--- config.mk ---
export PLATFORM = sky130hd
export DESIGN_NAME = ppfm_port_a
export DESIGN_NICKNAME = d
export VERILOG_FILES = /design/src/common/ppfm_pkg.sv /design/src/hdl/ppfm_port_a.sv
export SDC_FILE = /design/constraint.sdc
export NUM_CORES = 1
export LEC_CHECK = 0
export CAP_MARGIN = 20
export CORE_ASPECT_RATIO = 1.2
export CORE_MARGIN = 3
export CORE_UTILIZATION = 50
export DETAILED_ROUTE_END_ITERATION = 8
export DONT_BUFFER_PORTS = 1
export GPL_ROUTABILITY_DRIVEN = 0
export PLACE_DENSITY = 0.68
export RECOVER_POWER = 25
export SETUP_SLACK_MARGIN = 0.1
export SYNTH_ARGS = -nofsm -noshare
export SYNTH_HDL_FRONTEND = slang
export SYNTH_SLANG_ARGS = --single-unit
--- constraint.sdc ---
create_clock -name CLK -period 1.9 [get_ports CLK]
set_clock_uncertainty 0.1 [all_clocks]
set_input_delay 0.19 -clock CLK [delete_from_list [all_inputs] [get_ports CLK]]
set_output_delay 0.19 -clock CLK [all_outputs]
set_load 0.01 [all_outputs]
--- src/common/ppfm_pkg.sv ---
// Constants, register map and carrier types of the Port A pin function mux.
// Assumes one system clock and a plain address/strobe register port.

package ppfm_pkg;

  // ********************************
  // Register map
  // ********************************
  localparam logic [2:0] OFS_DATA   = 3'h0;
  localparam logic [2:0] OFS_DIR    = 3'h1;
  localparam logic [2:0] OFS_WAKE   = 3'h2;
  localparam logic [2:0] OFS_SEL_LO = 3'h3;
  localparam logic [2:0] OFS_SEL_UP = 3'h4;

  // ********************************
  // Field positions and codes
  // ********************************
  localparam int unsigned LINE0_LSB = 0;
  localparam int unsigned LINE1_LSB = 2;
  localparam int unsigned LINE2_LSB = 4;
  localparam int unsigned LINE3_LSB = 6;
  localparam int unsigned LINE4_LSB = 0;
  localparam int unsigned LINE5_LSB = 2;
  localparam int unsigned LINE6_LSB = 4;
  localparam logic [1:0]  SEL_ALT   = 2'h1;

  localparam logic [7:0] UP_MASK_SMALL = 8'h0F;
  localparam logic [7:0] UP_MASK_LARGE = 8'h3F;

  // ********************************
  // Reset values
  // ********************************
  localparam logic [6:0] DATA_RST = 7'h7F;
  localparam logic [6:0] DIR_RST  = 7'h7F;
  localparam logic [6:0] WAKE_RST = 7'h00;
  localparam logic [7:0] SEL_RST  = 8'h00;

  // ********************************
  // Carrier types
  // ********************************
  typedef struct packed {
    logic pt_out;
    logic pt_out_inv;
    logic ct_out;
    logic ct_out_inv;
  } ppfm_tmr_t;

  typedef struct packed {
    logic irq0;
    logic irq1;
    logic pt_clk;
    logic pt_cap;
  } ppfm_periph_t;

  typedef struct packed {
    logic [6:0]   data;
    logic [6:0]   dir;
    logic [6:0]   wake_en;
    logic [7:0]   sel_lo;
    logic [7:0]   sel_up;
    logic [6:0]   sync1;
    logic [6:0]   sync2;
    logic [6:0]   prev;
    logic [7:0]   rdata;
    logic [6:0]   pad_out;
    logic [6:0]   pad_oe_n;
    ppfm_periph_t periph;
    logic         wake;
  } ppfm_state_t;

  localparam ppfm_state_t STATE_RST = '{
    data: DATA_RST, dir: DIR_RST, wake_en: WAKE_RST,
    sel_lo: SEL_RST, sel_up: SEL_RST,
    sync1: 7'h7F, sync2: 7'h7F, prev: 7'h7F,
    rdata: 8'h00, pad_out: DATA_RST, pad_oe_n: DIR_RST,
    periph: 4'hF, wake: 1'b0};

endpackage : ppfm_pkg

--- src/hdl/ppfm_port_a.sv ---
// Port A pin function mux: port latch, direction, wake-up and
// per-pin selection between GPIO and timer/interrupt signals.
// Assumes timer outputs and HALT come from logic on CLK; pins are async.
//
// Overview of operation
// RULE1: Line3 always GPIO, feeds interrupt input 0
// RULE2: Line2 code 01 drives periodic timer output
// RULE3: Line1 always GPIO, feeds periodic timer clock
// RULE4: Line0 code 01 inverted output, else capture
// RULE5: Line5 code 01 drives compact timer output
// RULE6: Line4 always GPIO, feeds interrupt input 1
// RULE7: Unimplemented upper select bits read zero
// RULE8: Line6 code 01 drives compact inverted output
// RULE9: Software sets direction input for shared inputs
// RULE10: Software selects pin, configures, then enables
// RULE11: Software disables peripheral before reselecting pin
// RULE12: Reset sets all data and direction high
// RULE13: New output drives high without data write
// RULE14: Bit set/clear reads, modifies, writes byte
// RULE15: Halted falling edge on enabled pin wakes
// RULE16: Select registers reset so pins are GPIO
//
// The implementer's own choices: the strobed register port and the register addresses.

`timescale 1ns/1ps

module ppfm_port_a #(
  parameter bit LARGE_PKG = 1'b1
) (
  input  wire logic                  CLK,
  input  wire logic                  SYS_RST,
  input  wire logic [2:0]            ADDR,
  input  wire logic [7:0]            WR_DATA,
  input  wire logic                  WR_STB,
  input  wire logic                  RD_STB,
  input  wire logic                  BIT_SET,
  input  wire logic                  BIT_CLR,
  input  wire logic [2:0]            BIT_IDX,
  output logic [7:0]                 RD_DATA,
  input  wire logic [6:0]            PA_IN,
  output logic [6:0]                 PA_OUT,
  output logic [6:0]                 PA_OE_N,
  input  wire ppfm_pkg::ppfm_tmr_t   TMR_OUT,
  output ppfm_pkg::ppfm_periph_t     PERIPH_IN,
  input  wire logic                  HALT,
  output logic                       WAKE
);

  // ********************************
  // State
  // ********************************
  ppfm_pkg::ppfm_state_t s_reg;
  ppfm_pkg::ppfm_state_t s_next;

  logic [7:0] up_mask;
  logic [6:0] port_view;
  logic [7:0] reg_view;
  logic [7:0] mod_view;
  logic [7:0] wr_val;
  logic       wr_any;
  logic [6:0] alt_en;
  logic [6:0] alt_val;
  logic [6:0] pad_out_d;
  logic [6:0] pad_oe_d;
  logic [6:0] gpio_in;
  logic [6:0] wake_hit;

  // Upper select width follows the package variant
  assign up_mask = LARGE_PKG ? ppfm_pkg::UP_MASK_LARGE : ppfm_pkg::UP_MASK_SMALL;

  // Inputs read the pin, outputs read back the latch, not the pad
  assign port_view = (s_reg.dir & s_reg.sync2) | (~s_reg.dir & s_reg.data);

  // ********************************
  // Register view and bit operations
  // ********************************

  // Readable value of the addressed register
  always_comb begin
    if (ADDR == ppfm_pkg::OFS_DATA) begin
      reg_view = {1'b0, port_view};
    end else if (ADDR == ppfm_pkg::OFS_DIR) begin
      reg_view = {1'b0, s_reg.dir};
    end else if (ADDR == ppfm_pkg::OFS_WAKE) begin
      reg_view = {1'b0, s_reg.wake_en};
    end else if (ADDR == ppfm_pkg::OFS_SEL_LO) begin
      reg_view = s_reg.sel_lo;
    end else if (ADDR == ppfm_pkg::OFS_SEL_UP) begin
      reg_view = s_reg.sel_up;
    end else begin
      reg_view = 8'h00;
    end
  end

  // Whole byte is read, one bit changed, then written back, so input
  // pins of the data register pick up their pin level [RULE14]
  always_comb begin
    mod_view = reg_view;
    mod_view[BIT_IDX] = BIT_SET;
  end

  // A plain write wins over a bit operation in the same cycle
  assign wr_val = WR_STB ? WR_DATA : mod_view;
  assign wr_any = WR_STB | BIT_SET | BIT_CLR;

  // ********************************
  // Pin function selection
  // ********************************

  // Code 01 hands the pad to a timer output [RULE2] [RULE4] [RULE5] [RULE8]
  assign alt_en = {
    LARGE_PKG && (s_reg.sel_up[ppfm_pkg::LINE6_LSB +: 2] == ppfm_pkg::SEL_ALT),
    s_reg.sel_up[ppfm_pkg::LINE5_LSB +: 2] == ppfm_pkg::SEL_ALT,
    1'b0,
    1'b0,
    s_reg.sel_lo[ppfm_pkg::LINE2_LSB +: 2] == ppfm_pkg::SEL_ALT,
    1'b0,
    s_reg.sel_lo[ppfm_pkg::LINE0_LSB +: 2] == ppfm_pkg::SEL_ALT
  };

  assign alt_val = {
    TMR_OUT.ct_out_inv,
    TMR_OUT.ct_out,
    1'b0,
    1'b0,
    TMR_OUT.pt_out,
    1'b0,
    TMR_OUT.pt_out_inv
  };

  // Per-pin pad mux; GPIO drives the latch, so a fresh output is high
  genvar gi;
  generate
    for (gi = 0; gi < 7; gi++) begin : g_pad
      assign pad_out_d[gi] = alt_en[gi] ? alt_val[gi] : s_reg.data[gi]; // [RULE13]
      assign pad_oe_d[gi]  = alt_en[gi] ? 1'b0 : s_reg.dir[gi];
    end
  endgenerate

  // ********************************
  // Wake-up
  // ********************************

  // Only GPIO inputs may wake; edge seen on settled samples only
  assign gpio_in  = s_reg.dir & ~alt_en;
  assign wake_hit = s_reg.wake_en & gpio_in & s_reg.prev & ~s_reg.sync2;

  // ********************************
  // Next state
  // ********************************

  // Register updates, synchronisers and registered outputs
  always_comb begin
    s_next = s_reg;
    s_next.sync1 = PA_IN;
    s_next.sync2 = s_reg.sync1;
    s_next.prev  = s_reg.sync2;
    s_next.rdata = RD_STB ? reg_view : 8'h00;
    if (wr_any) begin
      if (ADDR == ppfm_pkg::OFS_DATA) begin
        s_next.data = wr_val[6:0];
      end else if (ADDR == ppfm_pkg::OFS_DIR) begin
        s_next.dir = wr_val[6:0];
      end else if (ADDR == ppfm_pkg::OFS_WAKE) begin
        s_next.wake_en = wr_val[6:0];
      end else if (ADDR == ppfm_pkg::OFS_SEL_LO) begin
        s_next.sel_lo = wr_val;
      end else if (ADDR == ppfm_pkg::OFS_SEL_UP) begin
        s_next.sel_up = wr_val & up_mask; // [RULE7]
      end
    end
    s_next.pad_out  = pad_out_d;
    s_next.pad_oe_n = pad_oe_d;
    // Shared inputs follow the pin whatever the select code, except capture, which line0 code 01 holds low
    s_next.periph.irq0   = s_reg.sync2[3]; // [RULE1]
    s_next.periph.irq1   = s_reg.sync2[4]; // [RULE6]
    s_next.periph.pt_clk = s_reg.sync2[1]; // [RULE3]
    s_next.periph.pt_cap = s_reg.sync2[0] & ~alt_en[0]; // [RULE4]
    s_next.wake = HALT & (|wake_hit); // [RULE15]
  end

  // Synchronous reset: latches and directions high, selects GPIO
  always_ff @(posedge CLK) begin
    if (SYS_RST) begin
      s_reg <= ppfm_pkg::STATE_RST; // [RULE12] [RULE16]
    end else begin
      s_reg <= s_next;
    end
  end

  assign RD_DATA   = s_reg.rdata;
  assign PA_OUT    = s_reg.pad_out;
  assign PA_OE_N   = s_reg.pad_oe_n;
  assign PERIPH_IN = s_reg.periph;
  assign WAKE      = s_reg.wake;

  logic [6:0] clr_mask;
  assign clr_mask = 7'h01 << BIT_IDX;
endmodule : ppfm_port_a

==> impl_metrics.yaml, run 1 <==
status:
  run_status: "completed"
hold_path:
  hold_class: "in2reg"
yosys:
  synth_edf_count: 0
  netlist_area_mm2: 0.00372
  synth_most_common_cell: "dfxtp_1"
  yosysUniqueCellTypes: 47
  synthAdderAreaFrac: 0
  synth_xor_area_frac: 0
  synth_seq_area_share: 0.430
  synth_top_flop_cell: "dfxtp_1"
  yosys_warnings: 0
  synth_mux_area_frac: 0.0484
  synth-compound-area-share: 0.196
  synthArstFlopShare: 0
  synthTopCellsByCount: "dfxtp_1 (80), nand2_1 (33), or2_2 (27), buf_4 (26), o21ai_0 (23)"
  yosys.area.top_type_share: 0.430
  synth.area.top_cells: "dfxtp_1 (43%), buf_4 (5.2%), mux2i_1 (4.8%), or2_2 (4.5%), o41ai_2 (3.9%)"
  synthesis.nets: 430
  yosys.area.top_type: "dfxtp_1"
  synth-seq-cells: 80
  synth_top_family_by_area: "simple AND/OR/NAND/NOR gates"
  syn_avg_cell_area_um2: 9.35
  synth_simple_gate_area_frac: 0.219
  netlist_instances: 398
critical_path:
  worstSetupEndpointType: "flip-flop"
  worstSetupPathType: "in2reg"
  critPathTopFamily: "buffers and inverters"
  critPathMostFrequentCell: "dlygate4sd3_1"
  crit_arrival_ns: 1.94
  path_buf_inv: 2
  path_cells: "dlygate4sd3_1 > nand2_1 > o311ai_0 > o211ai_1 > a21oi_1 > dlygate4sd3_1"
  critical_path.max_stage_delay_ns: 0.56
  cpMaxStageDelayCell: "dlygate4sd3_1"
  crit_path_start_kind: "input pin"
  path_max_fanout: 16
  critPathRequiredTime_ns: 2.09
floorplanning:
  die_y_um: 101
  die_w_um: 84.8
  start_util: 0.530
  ios: 59
  rows: 33
  die_area_mm2: 0.00852
  core_mm2: 0.00702
timing:
  postLayoutSetupSlackWorst_ns: 0.154
  hold_viol: 0
  slew_headroom: 0.594
  setup_violations: 0
  max_freq_mhz: 573
  slew_violations: 0
  finalSetupTns_ns: 0
  rsz0062_at_grt: "false"
  post-route-period-util: 0.919
  hold_slack_ns: 0.0142
  min_period_ns: 1.75
  worst_pin_slew_ns: 0.605
clock_network:
  cts.clk_slew.worst_paths_ns: 0.07
  cts.sinks: 80
  clk-insertion-delay-late_ns: 0.35
  numCtsBuffers: 9
  clock_path_buffers: 2
  tritoncts: "yes"
  cts-htree-levels: 3
  root_buffer: "clkbuf_8"
  cts_setup_buffers: 0
global_routing:
  grtUsageTotal: 0.205
  grt_pass1_wl_um: 13500
  grt_max_degree: 59
  grt_pass1_vias: 2612
  grt-ovfl-total: 0
  antenna_found_initial: 0
detailed_routing:
  ant_nets: 0
  route.detailed.drc: 0
  routed_wl_um: 8250
  drt_iter0_drc: 226
  avgViaCountPerCell: 5.84
  vias: 2720
  drt_pre_antenna_iters: 5
  wl_per_cell_um: 17.7
pwr:
  p_total_mw: 3.14
  p_per_area_mw_per_mm2: 816
  p_leak_nw: 1.46
  vdd_ir_drop_max_v: 0.000480
layout:
  drive_gt1_frac: 0.182
  area_growth_syn_to_layout_pct: 3.50
  fill_cells: 654
  largest_register_ffs: 36
  num-nets-final: 408
  diodes: 0
placement:
  port_buffers: 0
  dp_slack_ns: 0.228
  hpwl_um: 5950
job:
  drv_cap: 0
==> repair_timing <==
action                                 in CTS  in global routing
endpoints found under the hold margin      63                  0
gates resized for setup                     0                  1
setup endpoints to repair                   0                  1
hold buffers                               18                  0
==> where the power goes <==
group	switching [mW]	internal, mW	total (mW)
combinational	0.192	0.142	0.334
clock	0.563	0.455	1.02
sequential	0.0507	1.74	1.79
total	0.806	2.34	3.14
==> final timing paths <==
path,slack (ns),cells after the start,endpoint,start
hold reg to reg,0.31,1,s_next[2]$_SDFF_PP1_,s_next[35]$_SDFF_PP1_
hold / removal,0.01,2,s_reg[64]$_SDFFE_PP0P_,WR_STB
setup reg to reg,0.19,5,s_reg[63]$_SDFFE_PP0P_,s_reg[63]$_SDFFE_PP0P_
setup / recovery,0.15,6,s_reg[63]$_SDFFE_PP0P_,ADDR[1]
==> kinds of logic (layout without fill, tap and decap cells) <==
family / after synthesis / in the layout
AO/OA/AOI/OAI: 89 / 89
buffers and inverters: 67 / 48
flip-flops: 80 / 80
multiplexers: 18 / 18
AND/OR/NAND/NOR: 144 / 144
==> worst reg2reg max path, stage by stage, from the launching register on <==
cell           delay (ns)
dfxtp_1              0.34
nand2_1              0.07
o311ai_0             0.32
o211ai_1             0.14
a21oi_1              0.14
dlygate4sd3_1        0.56
==> final cells by class <==
| cell class | instances | area (um2) | area share |
|---|---|---|---|
| clock inverter | 4 | 23.8 | 0.00617 |
| inverter | 14 | 52.6 | 0.0136 |
| multi-input combinational | 251 | 1730 | 0.450 |
| tap | 87 | 109 | 0.0283 |
| timing repair buffer | 20 | 205 | 0.0533 |
| sequential | 80 | 1600 | 0.416 |
| clock buffer | 10 | 128 | 0.0331 |
==> layer usage <==
| metal | track usage | part of all wire | vias to the layer above |
|---|---|---|---|
| met5 | 0 | 0 | - |
| met3 | 0.0523 | 0.072 | 17 |
| met4 | 0.0877 | 0.029 | 0 |
| met1 | 0.279 | 0.45 | 1279 |
| met2 | 0.309 | 0.44 | 91 |
| li1 | - | - | 1333 |
==> cell usage in the layout (no fill, tap or decap), drive strengths merged, types with 4 or more instances in the layout <==
cell type and instances:
a21oi 13, clkbuf 10, clkinv 4, dfxtp 80
dlygate4sd3 17, inv 14, mux2i 18, nand2 33
nand2b 7, nand3 21, nand3b 4, nor2 18
nor3 12, o21ai 29, o2bb2ai 6, o31ai 9
o32ai 7, o41ai 11, or2 27, or3 4
==> through the flow <==
stage                     instance area [um2]  utilization  instances
after floorplan                          3720            -        398
after detailed placement                 3500        0.499        434
after global placement                   3500        0.499        434
after global routing                     3850        0.549        466
after CTS                                3850        0.548        466
final                                    3850        0.549        466
Power figures use the tool's default switching activity.
==> run 2, diff against run 1 <==
--- a/config.mk
+++ b/config.mk
@@ -14,6 +14,7 @@
 export GPL_ROUTABILITY_DRIVEN = 0
 export PLACE_DENSITY = 0.68
 export RECOVER_POWER = 25
+export REMOVE_ABC_BUFFERS = 1
 export SETUP_SLACK_MARGIN = 0.1
 export SYNTH_ARGS = -nofsm -noshare
 export SYNTH_HDL_FRONTEND = slang
==> impl_metrics.yaml, run 2 (same netlist as run 1, synthesis figures left out) <==
status:
  run_status: "completed"
clock_network:
  numCtsBuffers: 9
  tritoncts: "yes"
  cts-htree-levels: 3
  cts.sinks: 80
  root_buffer: "clkbuf_8"
  clock_path_buffers: 2
  clk-insertion-delay-late_ns: 0.35
  cts.clk_slew.worst_paths_ns: 0.08
  cts_setup_buffers: 0
layout:
  num-nets-final: 410
  area_growth_syn_to_layout_pct: 5.01
  diodes: 0
  final_cell_mix: "dfxtp_1 (80), nand2_1 (33), or2_2 (27)"
  drive_gt1_frac: 0.191
  stdcell_count: 470
  largest_register_ffs: 36
  layout_commonest_cell: "dfxtp_1"
detailed_routing:
  ant_nets: 0
  wl_per_cell_um: 18.3
  avgViaCountPerCell: 5.83
  routed_wl_um: 8620
  drt_iter0_drc: 167
  route.detailed.drc: 0
  vias: 2739
  drt_pre_antenna_iters: 4
floorplanning:
  start_util: 0.530
  rows: 33
  die_w_um: 84.8
  die_area_mm2: 0.00852
  die_y_um: 101
  ios: 59
  core_mm2: 0.00702
placement:
  port_buffers: 0
  hpwl_um: 5680
  dp_slack_ns: 0.262
  dp.cells: 436
global_routing:
  grt_pass1_vias: 2626
  grtUsageTotal: 0.209
  antenna_found_initial: 0
  grt_max_degree: 59
  grt-ovfl-total: 0
  grt_pass1_wl_um: 13800
critical_path:
  r2r_end: "s_reg[63]$_SDFFE_PP0P_"
  worstSetupEndpointType: "flip-flop"
  crit_path_start_kind: "flip-flop"
  worstSetupPathType: "reg2reg"
  path_max_fanout: 2
  crit_arrival_ns: 1.85
  reg2reg_slack_ns: 0.25
  critPathRequiredTime_ns: 2.09
  rr_startpoint: "s_reg[63]$_SDFFE_PP0P_"
  r2r_cells: 5
hold_path:
  whs_endpoint: "s_reg[64]$_SDFFE_PP0P_"
  hold_path_depth: 2
  hold_class: "in2reg"
  hold_start: "WR_STB"
timing:
  slew_headroom: 0.620
  setup_violations: 0
  worst_pin_slew_ns: 0.570
  post-route-period-util: 0.870
  max_freq_mhz: 605
  hold_viol: 0
  postLayoutSetupSlackWorst_ns: 0.247
  slew_violations: 0
  hold_slack_ns: 0.0243
  finalSetupTns_ns: 0
  rsz0062_at_grt: "false"
  min_period_ns: 1.65
pwr:
  p_leak_nw: 1.48
  p_total_mw: 3.24
  p_seq_frac: 0.551
  internal_power_mw: 2.40
  p_sw_frac: 0.261
  switching_power_mw: 0.846
  vdd_ir_drop_max_v: 0.000513
  power_frac_clock: 0.344
  p_comb_frac: 0.105
  p_per_area_mw_per_mm2: 830
job:
  drv_cap: 0
-- run 2: changes by cell type in the layout (fill, tap and decap cells not counted) --
cell            before  now
buf_12               1    0
buf_16               0    1
buf_4                2    4
clkbuf_1             1    2
clkbuf_8             9   10
clkinv_2             3    0
clkinv_4             1    0
clkinvlp_4           0    4
dlygate4sd3_1       17   16
dlymetal6s4s_1       0    1
o311ai_0             1    0
o311ai_2             0    1
-- run 2: how the worst max path moves through the flow --
| stage | end | startpoint | cells after the start |
|---|---|---|---|
| finish | s_reg[63]$_SDFFE_PP0P_ | s_reg[63]$_SDFFE_PP0P_ | 5 |
| global route | s_reg[63]$_SDFFE_PP0P_ | s_reg[63]$_SDFFE_PP0P_ | 5 |
| CTS | s_reg[63]$_SDFFE_PP0P_ | ADDR[1] | 6 |
| detailed placement | pad_oe_d[1]$_SDFFE_PP1P_ | ADDR[2] | 4 |
| global placement | s_reg[77]$_SDFFE_PP1P_ | ADDR[2] | 4 |
| floorplan | s_reg[77]$_SDFFE_PP1P_ | ADDR[2] | 4 |
-- run 2: worst max-delay path, stage by stage (launching register included) --
cell           delay (ns)
dfxtp_1              0.33
nand2_1              0.08
o311ai_2             0.25
o211ai_1             0.13
a21oi_1              0.16
dlygate4sd3_1        0.55
-- run 2: layout make-up --
type	instances	area, um2
Tap cell	87	109
Fill cell	652	3110
Timing Repair Buffer	22	230
Clock buffer	12	145
Inverter	14	52.6
Clock inverter	4	30.0
Multi-Input combinational cell	251	1740
Sequential cell	80	1600
-- run 2: metrics by stage --
stage          utilization  cell area (um2)
5_1_grt              0.557             3910
3_3_place_gp         0.501             3520
6_report             0.557             3910
3_5_place_dp         0.501             3520
2_1_floorplan            -             3380
4_1_cts              0.555             3890
-- run 2: power by group through the flow --
stage	registers (mW)	clock network (mW)	logic, mW
after global placement	1.83	0	0.276
final	1.79	1.12	0.340
after detailed placement	1.83	0	0.280
after global routing	1.79	1.22	0.372
after CTS	1.79	1.14	0.335
after floorplan	1.81	0	0.220
-- run 2: metal layers --
| metal | GRT usage | vias up | routed length (um) |
|---|---|---|---|
| met4 | 0.0621 | 0 | 108 |
| met2 | 0.327 | 111 | 4010 |
| li1 | - | 1344 | - |
| met5 | 0 | - | 0 |
| met1 | 0.283 | 1272 | 3880 |
| met3 | 0.0548 | 12 | 624 |
-- run 2: repair_timing --
item	in CTS	in global routing
endpoints found under the hold margin	65	0
endpoints found under the setup margin	0	1
hold buffers	18	0
gates resized for setup	0	4
==> run 3, diff against run 2 <==
--- a/config.mk
+++ b/config.mk
@@ -8,11 +8,13 @@
 export CAP_MARGIN = 20
 export CORE_ASPECT_RATIO = 1.2
 export CORE_MARGIN = 3
-export CORE_UTILIZATION = 50
+export CORE_UTILIZATION = 45
+export CTS_BUF_LIST = sky130_fd_sc_hd__clkbuf_8 sky130_fd_sc_hd__clkbuf_16
+export CTS_CLUSTER_SIZE = 40
 export DETAILED_ROUTE_END_ITERATION = 8
 export DONT_BUFFER_PORTS = 1
 export GPL_ROUTABILITY_DRIVEN = 0
-export PLACE_DENSITY = 0.68
+export PLACE_DENSITY = 0.63
 export RECOVER_POWER = 25
 export REMOVE_ABC_BUFFERS = 1
 export SETUP_SLACK_MARGIN = 0.1
==> impl_metrics.yaml, run 3 (same netlist as run 1, synthesis figures left out) <==
clock_network:
  clk-insertion-delay-late_ns: 0.35
  numCtsBuffers: 9
  clock_path_buffers: 2
  cts-htree-levels: 3
  cts.clk_slew.worst_paths_ns: 0.07
  cts.sinks: 80
  tritoncts: "yes"
  root_buffer: "clkbuf_8"
global_routing:
  grtUsageTotal: 0.199
  antenna_found_initial: 0
  grt_pass1_vias: 2759
  grt_max_degree: 60
  grt-ovfl-total: 0
  grt_pass1_wl_um: 14200
floorplanning:
  rows: 35
  die_w_um: 89.0
  die_area_mm2: 0.00940
  ios: 59
  start_util: 0.475
  core_mm2: 0.00784
  die_y_um: 106
detailed_routing:
  met1_length_um: 3850
  avgViaCountPerCell: 5.80
  drt_pre_antenna_iters: 4
  route.detailed.drc: 0
  ant_nets: 0
  drt_iter0_drc: 222
  dr_wl_met2_um: 4050
  wl_met3_um: 640
  vias: 2756
  highest_layer: "met4"
  routed_wl_um: 8730
  wl_per_cell_um: 18.4
layout:
  drive_gt1_frac: 0.191
  area_growth_syn_to_layout_pct: 6.05
  fill_cells: 737
  layout_commonest_cell: "dfxtp_1"
  diodes: 0
  largest_register_ffs: 36
  final_cell_mix: "dfxtp_1 (80), nand2_1 (33), or2_2 (27)"
  stdcell_area_mm2: 0.00395
  num-nets-final: 412
critical_path:
  crit_path_start_kind: "flip-flop"
  critical_path.max_stage_delay_ns: 0.49
  crit_arrival_ns: 1.73
  critPathRequiredTime_ns: 2.05
  cpMaxStageDelayCell: "o32ai_1"
  path_max_fanout: 3
  r2r_cells: 4
  worstSetupPathType: "reg2reg"
  path_cells: "inv_1 > o32ai_1 > nor3_2 > o41ai_2"
  worstSetupEndpointType: "flip-flop"
timing:
  max_freq_mhz: 635
  rsz0062_at_grt: "false"
  finalSetupTns_ns: 0
  setup_violations: 0
  min_period_ns: 1.58
  worst_pin_slew_ns: 0.596
  postLayoutSetupSlackWorst_ns: 0.324
  hold_viol: 0
  slew_violations: 0
  post-route-period-util: 0.829
  slew_headroom: 0.601
placement:
  dp_slack_ns: 0.302
  postPlaceCellArea_mm2: 0.00354
  port_buffers: 0
  hpwl_um: 5950
pwr:
  p_leak_nw: 1.51
  p_per_area_mw_per_mm2: 876
  vdd_ir_drop_max_v: 0.000380
hold_path:
  hold_class: "in2reg"
  hold_path_depth: 2
job:
  drv_cap: 0
status:
  run_status: "completed"
## run 3: cell count changes in the layout (fill, tap and decap cells not counted), moves of 2 or more
cell        change
buf_4           +2
clkinv_2        +2
clkinvlp_4      -4
bufinv_16       +2
clkbuf_1        -2
## run 3: worst max-delay path, delay by kind of cell, from the launching register on
family | cells | cell delay, ns
AOI/OAI and AO/OA | 2 | 0.80
buffers and inverters | 1 | 0.06
DFF | 1 | 0.37
and+or+nand+nor | 1 | 0.15
## run 3: per-stage QoR
stage	power, mW	hold slack [ns]	instances	util
2_1_floorplan	2.03	0.159	345	-
3_3_place_gp	2.11	0.172	443	0.452
3_5_place_dp	2.11	0.176	443	0.452
4_1_cts	3.49	0.000596	475	0.503
5_1_grt	3.61	0.00117	475	0.503
6_report	3.46	0.0107	475	0.503
## run 3: worst paths after layout
path | slack (ns) | from | end
min | 0.01 | WR_STB | s_reg[64]$_SDFFE_PP0P_
max | 0.32 | s_reg[64]$_SDFFE_PP0P_ | s_reg[56]$_SDFFE_PP0P_
max reg2reg | 0.32 | s_reg[64]$_SDFFE_PP0P_ | s_reg[56]$_SDFFE_PP0P_
min reg2reg | 0.31 | s_next[38]$_SDFF_PP1_ | s_next[3]$_SDFF_PP1_
## run 3: per-layer routing
metal,GRT usage,up-vias
li1,-,1345
met1,0.259,1305
met2,0.302,93
met3,0.0641,13
met4,0.0777,0
met5,0,-
## run 3: layout make-up
| type | count | area [um2] | area share |
|---|---|---|---|
| Multi-Input combinational cell | 251 | 1730 | 0.438 |
| Sequential cell | 80 | 1600 | 0.406 |
| Inverter | 14 | 52.6 | 0.0133 |
| Clock buffer | 10 | 138 | 0.0349 |
| Timing Repair Buffer | 24 | 243 | 0.0615 |
| Clock inverter | 4 | 70.1 | 0.0178 |
| Tap cell | 92 | 115 | 0.0292 |
## run 3: report_power, final
group          internal [mW]  switching (mW)
clock network          0.756           0.574
logic                  0.148           0.193
registers               1.74          0.0483
total                   2.64           0.815
## run 3: timing repair
action	4_1_cts	5_1_grt
hold buffers	18	0
buffers inserted	0	0
gates resized for setup	0	0
hold endpoints to repair	66	0
